## src/rtl/smx_params.svh

```systemverilog
// Constants for the static memory expansion port sequencer.
`ifndef SMX_PARAMS_SVH
`define SMX_PARAMS_SVH
`define SMX_ADDR_W 28
`define SMX_DATA_W 32
`define SMX_NCS 6
`define SMX_WS_W 3
`define SMX_BURST_MIN 3'h2
`define SMX_BURST_MAX 3'h4
`define SMX_RD_FIRST_MIN_WS 3'h1
`define SMX_WR_MIN_WS 3'h1
`define SMX_REG_CTRL 12'h000
`define SMX_REG_ADDR 12'h004
`define SMX_REG_WDATA 12'h008
`define SMX_REG_RDATA 12'h00c
`define SMX_REG_STAT 12'h010
`define SMX_CTRL_RST 32'h0000_0000
`endif

```

## src/rtl/smx_pkg.sv

```systemverilog
// Types for the static memory expansion port sequencer.
package smx_pkg;
  typedef enum logic [2:0] {
    SMX_IDLE = 3'b000,
    SMX_SETUP = 3'b001,
    SMX_WAIT = 3'b011,
    SMX_STROBE = 3'b010,
    SMX_DONE = 3'b110
  } smx_state_e;
endpackage

```

## src/rtl/smx_sync.sv

```systemverilog
// Two-stage synchroniser for a pin level.
`timescale 1ns/1ns
module smx_sync (
  input wire logic pclk,
  input wire logic presetn,
  input wire logic async_in,
  output logic sync_out
);
  logic meta_q;
  always_ff @(posedge pclk or negedge presetn) begin
    if (!presetn) begin
      meta_q <= 1'b0;
      sync_out <= 1'b0;
    end else begin
      meta_q <= async_in;
      sync_out <= meta_q;
    end
  end
endmodule

```

## src/rtl/smx_port.sv

```systemverilog
// Static memory and expansion bus sequencer with an APB register port.
// Functional notes
// - Accesses lengthen in whole bus clock periods: wait states plus ready stalls.
// - Ready sampled at falling edge before transfer; low adds one period.
// - Reads keep address, width qualifiers and direction until next cycle.
// - Writes also keep write data steady until the next cycle.
// - Zero sequential write wait states are refused for strobe-written memories.
// - Bursts are two to four beats; four is the most.
// - Minimum burst read uses waits one, zero, zero, zero.
// - Minimum burst write uses one wait on every beat.
// - Sequential mode uses the sequential wait field, no idle between beats.
// - Software should set sequential access whenever the memory allows.
// - Chip select asserts after rising edge, releases after falling edge.
// - A new address launches from a rising bus clock edge.
// - Write strobe asserts and releases on rising edges.
// - Output strobe asserts and releases on falling edges.
// - Write data is driven from a rising bus clock edge.
// - Direction from a rising edge, full-width qualifier from a falling edge.
//
// Local design decisions: register access over APB and the address map.
`timescale 1ns/1ns
`include "smx_params.svh"
module smx_port
  import smx_pkg::*;
(
  input wire logic pclk,
  input wire logic presetn,
  input wire logic psel,
  input wire logic penable,
  input wire logic pwrite,
  input wire logic [11:0] paddr,
  input wire logic [31:0] pwdata,
  output logic [31:0] prdata,
  output logic pready,
  output logic pslverr,
  input wire logic bus_clock,
  input wire logic ext_ready_in,
  output logic [`SMX_NCS-1:0] chip_sel_n,
  output logic [`SMX_ADDR_W-1:0] mem_addr,
  output logic mem_write_strobe_n,
  output logic mem_output_strobe_n,
  output logic mem_write_dir,
  output logic mem_word,
  output logic mem_halfword,
  output logic [`SMX_DATA_W-1:0] mem_wdata,
  output logic mem_wdata_oe,
  input wire logic [`SMX_DATA_W-1:0] mem_rdata
);
  // Control: [0] start (self-clearing), [1] write, [2] seq_access_enable,
  // [3] strobe-written memory, [6:4] wait states, [9:7] sequential wait
  // states, [12:10] burst beats, [15:13] chip select, [17:16] width
  // (0 byte, 1 half, 2 word).
  logic [31:0] ctrl_q, ctrl_d;
  logic [`SMX_ADDR_W-1:0] addr_q, addr_d;
  logic [31:0] wdat_q, wdat_d, rdat_q, rdat_d;
  logic busy_q, busy_d, err_q, err_d;
  logic [31:0] prdata_q, prdata_d;

  logic clk_s, rdy_s, clk_prev_q;
  logic rise, fall;
  smx_sync u_sync_clk (.pclk(pclk), .presetn(presetn), .async_in(bus_clock), .sync_out(clk_s));
  // The ready pin needs no alignment to the bus clock by the memory.
  smx_sync u_sync_rdy (.pclk(pclk), .presetn(presetn), .async_in(ext_ready_in),
    .sync_out(rdy_s));

  // Read data is captured well after the memory has settled, so a per-bit
  // synchroniser costs no bus clock periods.
  logic [`SMX_DATA_W-1:0] rdata_s;
  for (genvar i = 0; i < `SMX_DATA_W; i++) begin : g_rd_sync
    smx_sync u_sync_rd (.pclk(pclk), .presetn(presetn), .async_in(mem_rdata[i]),
      .sync_out(rdata_s[i]));
  end

  always_ff @(posedge pclk or negedge presetn) begin
    if (!presetn) begin
      clk_prev_q <= 1'b0;
    end else begin
      clk_prev_q <= clk_s;
    end
  end
  assign rise = clk_s & ~clk_prev_q;
  assign fall = ~clk_s & clk_prev_q;

  smx_state_e st_q, st_d;
  logic [2:0] cnt_q, cnt_d, beat_q, beat_d;
  logic [`SMX_NCS-1:0] cs_q, cs_d;
  logic [`SMX_ADDR_W-1:0] ma_q, ma_d;
  logic mwe_q, mwe_d, moe_q, moe_d, dir_q, dir_d, wd_q, wd_d, hw_q, hw_d;
  logic [`SMX_DATA_W-1:0] md_q, md_d;
  logic oe_q, oe_d, last_beat;

  wire apb_wr = psel & penable & pwrite;
  wire apb_rd = psel & ~penable & ~pwrite;
  wire start_ok = !(pwdata[1] & pwdata[3] & pwdata[2] & (pwdata[9:7] == 3'h0));
  wire [2:0] ws = ctrl_q[6:4];
  wire [2:0] seq_ws = ctrl_q[9:7];
  // Sequential access saves wait states; software should set it where it can.
  wire seq_access_enable = ctrl_q[2];
  wire [2:0] beats_raw = ctrl_q[12:10];
  // Beats below two give a single access and beats above four are clamped to four, rather than refused.
  wire [2:0] beats = (beats_raw < `SMX_BURST_MIN) ? 3'h1 :
    (beats_raw > `SMX_BURST_MAX) ? `SMX_BURST_MAX : beats_raw;
  wire bad_cfg = ctrl_q[1] & ctrl_q[3] & seq_access_enable & (seq_ws == 3'h0);

  function automatic logic [2:0] beat_ws(input logic [2:0] b);
    logic [2:0] w;
    w = (b != 3'h0 && seq_access_enable) ? seq_ws : ws;
    if (ctrl_q[1] && w < `SMX_WR_MIN_WS) w = `SMX_WR_MIN_WS;
    if (!ctrl_q[1] && b == 3'h0 && w < `SMX_RD_FIRST_MIN_WS) w = `SMX_RD_FIRST_MIN_WS;
    return w;
  endfunction

  assign last_beat = (beat_q + 3'h1 >= beats);

  always_comb begin
    st_d = st_q;
    cnt_d = cnt_q;
    beat_d = beat_q;
    cs_d = cs_q;
    ma_d = ma_q;
    mwe_d = mwe_q;
    moe_d = moe_q;
    dir_d = dir_q;
    wd_d = wd_q;
    hw_d = hw_q;
    md_d = md_q;
    oe_d = oe_q;
    rdat_d = rdat_q;
    busy_d = busy_q;
    case (st_q)
      SMX_IDLE: begin
        if (busy_q && rise) begin
          // Address, direction, data and select all launch on a rising edge.
          cs_d = ~(`SMX_NCS'(1) << ctrl_q[15:13]);
          ma_d = addr_q;
          dir_d = ctrl_q[1];
          hw_d = (ctrl_q[17:16] == 2'h1);
          md_d = wdat_q;
          oe_d = ctrl_q[1];
          mwe_d = ~ctrl_q[1];
          cnt_d = beat_ws(3'h0);
          beat_d = 3'h0;
          st_d = SMX_SETUP;
        end
      end
      SMX_SETUP: begin
        if (fall) begin
          wd_d = (ctrl_q[17:16] == 2'h2);
          moe_d = ctrl_q[1];
          st_d = SMX_WAIT;
        end
      end
      SMX_WAIT: begin
        // Later write beats re-arm the strobe on a rising edge, so every beat
        // gives the memory a strobe pulse of its own.
        if (rise && ctrl_q[1] && mwe_q) begin
          mwe_d = 1'b0;
        end
        // Wait states count down first; ready is sampled only once they are spent.
        if (fall) begin
          if (cnt_q != 3'h0) begin
            cnt_d = cnt_q - 3'h1;
          end else if (rdy_s) begin
            if (!ctrl_q[1]) begin
              rdat_d = rdata_s;
            end
            st_d = SMX_STROBE;
          end
        end
      end
      SMX_STROBE: begin
        if (rise) begin
          mwe_d = 1'b1;
          if (last_beat) begin
            st_d = SMX_DONE;
          end else begin
            // Next beat follows at once with no idle cycle.
            beat_d = beat_q + 3'h1;
            ma_d = ma_q + `SMX_ADDR_W'(4);
            cnt_d = beat_ws(beat_q + 3'h1);
            st_d = SMX_WAIT;
          end
        end
      end
      SMX_DONE: begin
        if (fall) begin
          // Address, qualifiers, direction and data keep their values.
          cs_d = '1;
          moe_d = 1'b1;
          oe_d = 1'b0;
          busy_d = 1'b0;
          st_d = SMX_IDLE;
        end
      end
      default: st_d = SMX_IDLE;
    endcase
    if (apb_wr && paddr == `SMX_REG_CTRL && pwdata[0] && !busy_q && start_ok) begin
      busy_d = 1'b1;
    end
  end

  always_ff @(posedge pclk or negedge presetn) begin
    if (!presetn) begin
      st_q <= SMX_IDLE;
      cnt_q <= 3'h0;
      beat_q <= 3'h0;
      cs_q <= '1;
      ma_q <= '0;
      mwe_q <= 1'b1;
      moe_q <= 1'b1;
      dir_q <= 1'b0;
      wd_q <= 1'b0;
      hw_q <= 1'b0;
      md_q <= '0;
      oe_q <= 1'b0;
      rdat_q <= '0;
      busy_q <= 1'b0;
    end else begin
      st_q <= st_d;
      cnt_q <= cnt_d;
      beat_q <= beat_d;
      cs_q <= cs_d;
      ma_q <= ma_d;
      mwe_q <= mwe_d;
      moe_q <= moe_d;
      dir_q <= dir_d;
      wd_q <= wd_d;
      hw_q <= hw_d;
      md_q <= md_d;
      oe_q <= oe_d;
      rdat_q <= rdat_d;
      busy_q <= busy_d;
    end
  end

  // Register file. Writes while busy are ignored so the pins stay stable.
  always_comb begin
    ctrl_d = ctrl_q;
    addr_d = addr_q;
    wdat_d = wdat_q;
    err_d = err_q;
    prdata_d = prdata_q;
    if (apb_wr && !busy_q) begin
      case (paddr)
        `SMX_REG_CTRL: begin
          // A bad combination is flagged and the start is dropped.
          ctrl_d = {pwdata[31:1], 1'b0};
          err_d = pwdata[1] & pwdata[3] & pwdata[2] & (pwdata[9:7] == 3'h0);
        end
        `SMX_REG_ADDR: addr_d = pwdata[`SMX_ADDR_W-1:0];
        `SMX_REG_WDATA: wdat_d = pwdata;
        default: ;
      endcase
    end
    if (apb_rd) begin
      case (paddr)
        `SMX_REG_CTRL: prdata_d = ctrl_q;
        `SMX_REG_ADDR: prdata_d = {4'h0, addr_q};
        `SMX_REG_WDATA: prdata_d = wdat_q;
        `SMX_REG_RDATA: prdata_d = rdat_q;
        `SMX_REG_STAT: prdata_d = {29'h0, bad_cfg, err_q, busy_q};
        default: prdata_d = 32'h0;
      endcase
    end
  end

  always_ff @(posedge pclk or negedge presetn) begin
    if (!presetn) begin
      ctrl_q <= `SMX_CTRL_RST;
      addr_q <= '0;
      wdat_q <= '0;
      err_q <= 1'b0;
      prdata_q <= 32'h0;
    end else begin
      ctrl_q <= ctrl_d;
      addr_q <= addr_d;
      wdat_q <= wdat_d;
      err_q <= err_d;
      prdata_q <= prdata_d;
    end
  end

  assign pready = 1'b1;
  assign pslverr = 1'b0;
  assign prdata = prdata_q;
  assign chip_sel_n = cs_q;
  assign mem_addr = ma_q;
  assign mem_write_strobe_n = mwe_q;
  assign mem_output_strobe_n = moe_q;
  assign mem_write_dir = dir_q;
  assign mem_word = wd_q;
  assign mem_halfword = hw_q;
  assign mem_wdata = md_q;
  assign mem_wdata_oe = oe_q;

  a_strobe_excl: assert property (@(posedge pclk) disable iff (!presetn)
    !(!mwe_q && !moe_q)) else $error("both strobes active");
  a_wr_strobe_rise: assert property (@(posedge pclk) disable iff (!presetn)
    $fell(mwe_q) |-> $past(rise)) else $error("write strobe off rising edge");
  a_oe_on_fall: assert property (@(posedge pclk) disable iff (!presetn)
    $changed(moe_q) |-> $past(fall)) else $error("output strobe off falling edge");
  a_cs_release: assert property (@(posedge pclk) disable iff (!presetn)
    $rose(cs_q[0]) |-> $past(fall)) else $error("chip select release off falling edge");
  a_addr_launch: assert property (@(posedge pclk) disable iff (!presetn)
    $changed(ma_q) |-> $past(rise)) else $error("address launched off rising edge");
  a_addr_hold: assert property (@(posedge pclk) disable iff (!presetn)
    (st_q == SMX_IDLE && !busy_q) |=> $stable(ma_q) && $stable(md_q) && $stable(dir_q))
    else $error("address or data moved while idle");
  a_ready_stall: assert property (@(posedge pclk) disable iff (!presetn)
    (st_q == SMX_WAIT && fall && cnt_q == 3'h0 && !rdy_s) |=> st_q == SMX_WAIT)
    else $error("transfer done with ready low");
  a_burst_max: assert property (@(posedge pclk) disable iff (!presetn)
    beat_q < `SMX_BURST_MAX) else $error("burst beyond four beats");
  a_ws_count: assert property (@(posedge pclk) disable iff (!presetn)
    (st_q == SMX_WAIT && fall && cnt_q != 3'h0) |=> st_q == SMX_WAIT && cnt_q == $past(cnt_q) - 3'h1)
    else $error("wait state count skipped");
  a_bad_cfg: assert property (@(posedge pclk) disable iff (!presetn)
    $rose(busy_q) |-> !bad_cfg) else $error("zero sequential write waits started");
endmodule

```

## config.mk

```make
export PLATFORM = sky130hd
export DESIGN_NAME = smx_port
export DESIGN_NICKNAME = d
export VERILOG_FILES = /design/src/rtl/smx_pkg.sv /design/src/rtl/smx_sync.sv /design/src/rtl/smx_port.sv
export VERILOG_INCLUDE_DIRS = /design/src /design/src/rtl
export SDC_FILE = /design/constraint.sdc
export NUM_CORES = 1
export LEC_CHECK = 0
export BUFFER_PORTS_ARGS = -buffer_cell sky130_fd_sc_hd__buf_4
export CAP_MARGIN = 20
export CELL_PAD_IN_SITES_DETAIL_PLACEMENT = 0
export CELL_PAD_IN_SITES_GLOBAL_PLACEMENT = 1
export CORE_MARGIN = 2
export CORE_UTILIZATION = 46
export DETAILED_ROUTE_END_ITERATION = 16
export PLACE_DENSITY = 0.85
export SKIP_LAST_GASP = 1
export SLEW_MARGIN = 20
export SYNTH_ARGS = -nofsm -noshare
export SYNTH_HDL_FRONTEND = slang
export SYNTH_SLANG_ARGS = --single-unit
```

## constraint.sdc

```tcl
create_clock -name pclk -period 3.25 [get_ports pclk]
set_input_delay 0.1625 -clock pclk [delete_from_list [all_inputs] [get_ports pclk]]
set_output_delay 0.1625 -clock pclk [all_outputs]
set_load 0.005 [all_outputs]
```

==> impl_metrics.py, run 1 <==
metrics = {
    "cts": {
        "cts_num_sinks": 307,
        "path_clk_slew_ns": 0.06,
        "cts_root_buf": "clkbuf_16",
        "cts_buffers": 34,
        "htree_levels": 2,
        "cts_setup_buffers": 0,
        "clock_path_buffers": 3,
        "clk_latency_ns": 0.51,
        "ctsResizeCount": 0,
        "cts_tree": "done",
        "cts_hold_buf": 69,
    },
    "floorplanning": {
        "coreArea_um2": 27600,
        "fp.dieW_um": 171,
        "ios": 189,
        "placementRows": 61,
        "dieArea_um2": 29300,
        "die_h_um": 171,
        "start_util_pct": 46.6,
    },
    "setup_path": {
        "worstPathCellList": "ha_1 -> ha_1 -> ha_1 -> nand2_1 -> o21ai_1 -> a21oi_4 -> a31oi_1 -> mux2_2",
        "crit_top_cell": "ha_1",
        "startpoint_type": "register",
        "critPathTopFamily": "compound AO/OA/AOI/OAI gates",
        "critPathRequiredTime_ns": 3.64,
        "ff2ff_path_depth": 8,
        "critPathBufInv": 0,
        "r2r-end": "cnt_q[1]",
        "worstPathMaxFanout": 6,
        "critPathSlowestCell": "o21ai_1",
        "path_class": "reg -> reg",
        "worst_path_largest_cell_delay_ns": 0.45,
        "arrival_ns": 3.06,
        "r2r-start": "beat_q[0]",
        "end_kind": "register",
        "reg2reg_slack_ns": 0.58,
    },
    "power_and_ir_drop": {
        "leakage_nw": 7.94,
        "p_per_area_nw_per_um2": 649,
        "ir_worst_vdd_mv": 0.365,
        "fin_total_pwr_w": 0.0107,
    },
    "sta": {
        "fin_crit_sh_pct": 82.1,
        "max_slew_margin_pct": 43.0,
        "timing.setup.tns_ns": 0,
        "fin_skew_ns": 0.0262,
        "setup_viol": 0,
        "maxSlewViolCount": 0,
        "hold_violations": 0,
        "timing.final.crit_period_ns": 2.67,
        "timing.fmax_mhz": 375,
        "rsz0062_at_grt": "false",
        "max_slew.worst_pin.slew_ns": 0.853,
    },
    "synthesis": {
        "syn_avg_cell_area_um2": 12.2,
        "synth_compound_area_share_pct": 7.60,
        "synth-xor-area-share_pct": 0.0681,
        "yosysWarnings": 0,
        "synth-adder-area-share_pct": 0.778,
        "synth_mux_area_share_pct": 16.7,
        "ys_async_sr_fraction_pct": 100,
        "ys_seq_area_share_pct": 59.8,
        "synth_ff_type": "dfrtp_1",
        "synth_area_um2": 12900,
        "ys_types": 67,
        "ys_ff_latch": 307,
        "syn-num-nets": 1146,
        "synth_top_family_by_area": "multiplexers",
        "synth-simple-area-share_pct": 11.7,
        "synth_edf_count": 0,
        "postSynthCellCount": 1055,
    },
    "global_routing": {
        "antenna_found_initial": 0,
        "grt_pass1_wl_um": 52500,
        "grt-ovfl-total": 0,
        "grt.total_usage_pct": 23.5,
        "grt_max_degree": 92,
        "grt_pass1_vias": 9221,
    },
    "finish": {
        "mostFrequentLayoutCells": "dfrtp_1 (299), buf_4 (203), nand2_1 (189)",
        "fin_cells": 1709,
        "n_antenna_cell": 0,
        "nets": 1399,
        "drive_gt1_share_pct": 32.6,
        "final_common_cell": "dfrtp_1",
        "synthToLayoutAreaGrowth_pct": 27.6,
    },
    "detailed_routing": {
        "wl_um": 33500,
        "routed_via_density": 5.33,
        "drc": 0,
        "wl_per_cell_um": 19.6,
        "drtIter0Drc": 684,
        "final_antenna_net_count": 0,
        "vias": 9111,
        "drtPass1Iterations": 7,
    },
    "placed_design": {
        "portBuffers": 186,
        "place_inst": 1581,
        "gp_congestion": 0.869,
        "place_hpwl_um": 22700,
    },
    "min_path": {
        "holdPathStages": 4,
        "hold_path_class": "in -> reg",
        "holdCritStartpoint": "paddr[4]",
        "min_to": "prdata[2]",
    },
    "flow_run": {
        "maxCapViolations": 0,
    },
    "outcome": {
        "status": "finished, final reports clean",
    },
}
flip-flops by register name, summed over array words and instances, names as in the netlist, 3 cells and up:
name,flops
mem_wdata,32
prdata,32
rdat_q,32
beat_q,3
g_rd_sync.u_sync_rd.meta_q,32
addr_q,28
cnt_q,3
wdat_q,32
mem_addr,28
st_q,3
chip_sel_n,6
g_rd_sync.u_sync_rd.sync_out,32
ctrl_q,31
Yosys cell counts (all sizes together) (8+ instances only):
| master | instances | area (µm²) |
|---|---|---|
| ha | 8 | 100 |
| a31oi | 9 | 56.3 |
| dfrtp | 299 | 7480 |
| nor3 | 9 | 50.1 |
| buf | 28 | 178 |
| and3 | 8 | 50.1 |
| nand2 | 189 | 709 |
| nand3 | 29 | 158 |
| o22ai | 9 | 56.3 |
| o21ai | 65 | 325 |
| nor2 | 30 | 113 |
| nand4 | 9 | 56.3 |
| mux4 | 25 | 563 |
| inv | 37 | 139 |
| dfstp | 8 | 210 |
| a21oi | 45 | 236 |
| mux2 | 129 | 1530 |
| clkbuf | 30 | 113 |
where the power goes:
part / total, W / internal [W] / switching [W]
Clock: 0.00375 / 0.00223 / 0.00152
Combinational: 0.00214 / 0.00103 / 0.00111
Sequential: 0.00476 / 0.00431 / 0.000454
Total: 0.0107 / 0.00757 / 0.00309
worst max path at each step:
| stage | cells past startpoint | end | startpoint | slack [ns] |
|---|---|---|---|---|
| floorplan | 8 | cnt_q[1] | beat_q[0] | 0.78 |
| global placement | 8 | cnt_q[2] | beat_q[0] | 0.67 |
| detailed placement | 8 | cnt_q[1] | beat_q[0] | 0.59 |
| CTS | 8 | cnt_q[1] | beat_q[0] | 0.59 |
| global route | 8 | cnt_q[2] | beat_q[0] | 0.46 |
| finish | 8 | cnt_q[1] | beat_q[0] | 0.58 |
cell type report:
class	count	area [µm²]
clock buffers	46	956
clock inverters	13	134
fillers	2278	11200
inverters	37	139
multi-input cells	653	4760
flip-flops and latches	307	7690
well taps	378	473
repair buffers	275	2270
layer usage:
| metal | track usage, % | part of all wire (%) |
|---|---|---|
| met2 | 37.0 | 47 |
| met4 | 6.30 | 2.1 |
| met3 | 4.12 | 5.7 |
| met5 | 0 | 0 |
| met1 | 33.9 | 45 |
through the flow:
step                      hold WS, ns  utilization, %  worst slack [ns]  area (µm²)
after floorplan                -0.133               -             0.783       12900
after global placement          0.198            53.0             0.675       14600
after detailed placement        0.199            53.0             0.593       14600
after CTS                      0.0656            59.4             0.591       16400
after global routing           0.0944            59.4             0.456       16400
final                          0.0901            59.4             0.581       16400
cells by family after synthesis:
logic type | count (synthesis)
xor gates and xnor gates | 1
and+or+nand+nor | 319
adders and majority gates | 8
buffers and inverters | 95
other | 2
AOI/OAI and AO/OA | 163
muxes | 160
DFF | 307
worst register-to-register path, cell delays in order (launching register included):
cell and delay, ns:
dfrtp_1 0.41, ha_1 0.21, ha_1 0.29, ha_1 0.31, nand2_1 0.05, o21ai_1 0.45, a21oi_4 0.11, a31oi_1 0.35
mux2_2 0.39
No activity file was read; power rests on OpenSTA's default activity.
==> inputs of run 2 (changes only) <==
==> constraint.sdc (replaced) <==
create_clock -name pclk -period 2.65 [get_ports pclk]
set_input_delay 0.1325 -clock pclk [delete_from_list [all_inputs] [get_ports pclk]]
set_output_delay 0.1325 -clock pclk [all_outputs]
set_load 0.005 [all_outputs]
==> run 2 against run 1 <==
Effect of this change: via count up 3.2%; design area up 1.3%; register-to-register slack worse by 0.38 ns; count of clock-buffer cells in the layout up 2; sequential share of layout area down 0.59 points; hold slack worse by 0.019 ns; non-clock buffer count up 14; final cell count up 0.94%; wire length up 1.0%; largest power group unchanged.
==> impl_metrics.py, run 2 (synthesis gave the netlist of run 1 again) <==
metrics = {
    "global_routing": {
        "antenna_found_initial": 0,
        "grt_pass1_wl_um": 53100,
        "grt_max_degree": 96,
        "grt.total_usage_pct": 23.7,
        "grt-ovfl-total": 0,
        "grt_pass1_vias": 9450,
    },
    "cts": {
        "htree_levels": 2,
        "cts_setup_buffers": 0,
        "cts_num_sinks": 307,
        "clk_latency_ns": 0.51,
        "cts_tree": "done",
        "path_clk_slew_ns": 0.06,
        "cts_root_buf": "clkbuf_16",
        "clock_path_buffers": 3,
        "cts_buffers": 34,
    },
    "setup_path": {
        "worstPathMaxFanout": 4,
        "critPathSlowestCell": "dfrtp_1",
        "startpoint_type": "register",
        "worstPathCellList": "ha_1 -> ha_1 -> ha_1 -> nand2_1 -> o21ai_2 -> a21oi_4 -> a31oi_1 -> mux2_2",
        "crit_top_cell": "ha_1",
        "end_kind": "register",
        "worst_path_largest_cell_delay_ns": 0.41,
        "critPathRequiredTime_ns": 3.03,
        "arrival_ns": 2.82,
        "path_class": "reg -> reg",
    },
    "sta": {
        "timing.fmax_mhz": 409,
        "rsz0062_at_grt": "false",
        "max_slew.worst_pin.slew_ns": 0.782,
        "timing.setup.tns_ns": 0,
        "hold_violations": 0,
        "max_slew_margin_pct": 47.4,
        "fin_skew_ns": 0.0184,
        "timing.final.ws_setup_ns": 0.206,
        "maxSlewViolCount": 0,
        "timing.final.crit_period_ns": 2.44,
        "fin_crit_sh_pct": 92.2,
        "setup_viol": 0,
    },
    "detailed_routing": {
        "vias": 9403,
        "routed_via_density": 5.45,
        "wl_um": 33800,
        "drtIter0Drc": 820,
        "final_antenna_net_count": 0,
        "drtPass1Iterations": 5,
        "wl_per_cell_um": 19.6,
        "drc": 0,
    },
    "floorplanning": {
        "start_util_pct": 46.6,
        "die_h_um": 171,
        "ios": 189,
        "dieArea_um2": 29300,
        "fp.dieW_um": 171,
        "placementRows": 61,
        "coreArea_um2": 27600,
    },
    "finish": {
        "final_common_cell": "dfrtp_1",
        "nFillCells": 2284,
        "nets": 1413,
        "drive_gt1_share_pct": 33.4,
        "synthToLayoutAreaGrowth_pct": 29.3,
        "n_antenna_cell": 0,
        "mostFrequentLayoutCells": "dfrtp_1 (299), buf_4 (212), nand2_1 (189)",
    },
    "placed_design": {
        "place_ws_ns": 0.157,
        "portBuffers": 186,
        "place_hpwl_um": 22800,
        "gp_congestion": 0.855,
    },
    "power_and_ir_drop": {
        "ir_worst_vdd_mv": 0.491,
        "p_per_area_nw_per_um2": 803,
        "leakage_nw": 8.04,
    },
    "min_path": {
        "hold_path_class": "in -> reg",
    },
    "flow_run": {
        "maxCapViolations": 0,
    },
    "outcome": {
        "status": "finished, final reports clean",
    },
}
## run 2: cell types whose count changed in the layout (fill, tap and decap cells not counted), sizes merged
cell and change:
buf +13, bufinv +1, dlygate4sd3 +1, clkinvlp +1
clkbuf +2, inv +1, clkinv -3
## run 2: metal layers
metal / global-route usage [%] / wire length [µm] / vias up
met2: 36.9 / 15700 / 319
li1: - / - / 4252
met5: 0 / 0 / -
met1: 33.9 / 15100 / 4775
met3: 4.69 / 2180 / 57
met4: 6.82 / 854 / 0
## run 2: path summary, 6_finish.rpt
path	cells past startpoint	endpoint	slack, ns	startpoint
min reg2reg	0	g_rd_sync[1].u_sync_rd.sync_out	0.34	g_rd_sync[1].u_sync_rd.meta_q
max reg2reg	8	cnt_q[1]	0.21	beat_q[0]
min	5	prdata[24]	0.07	paddr[8]
max in group asynchronous	3	ctrl_q[29]	1.62	presetn
min in group asynchronous	2	g_rd_sync[9].u_sync_rd.meta_q	0.16	presetn
max	8	cnt_q[1]	0.21	beat_q[0]
## run 2: what timing repair did
action | 4_1_cts | 5_1_grt
hold buffers | 70 | 0
hold endpoints to repair | 183 | 0
gates resized for setup | 0 | 2
endpoints found under the setup margin | 0 | 5
## run 2: power by group
| group | internal, W | switching [W] |
|---|---|---|
| logic | 0.00133 | 0.00141 |
| registers | 0.00529 | 0.000531 |
| clock network | 0.00292 | 0.00188 |
## run 2: cell type report
type	count	area (µm²)	share of cell area, %
clock inverters	13	150	0.903
well taps	378	473	2.84
inverters	37	139	0.835
flip-flops and latches	307	7690	46.3
clock buffers	48	995	5.98
repair buffers	289	2420	14.5
multi-input cells	653	4760	28.6
## run 2: critical path, delay by kind of cell (launching register included)
kind,cells,cell delay [ns]
adders and majority gates,3,0.83
AOI/OAI and AO/OA,3,0.64
DFF,1,0.41
muxes,1,0.39
and+or+nand+nor,1,0.07
## run 2: metrics by stage
stage	cells	hold WS (ns)	utilization [%]	cell area [µm²]	power (W)
after detailed placement	1594	0.0982	53.5	14800	0.00851
after global placement	1594	0.0953	53.5	14800	0.00841
final	1725	0.0714	60.2	16600	0.0134
after CTS	1725	0.0621	60.2	16600	0.0134
after floorplan	1055	-0.163	-	12900	0.00733
after global routing	1725	0.0817	60.2	16600	0.0140
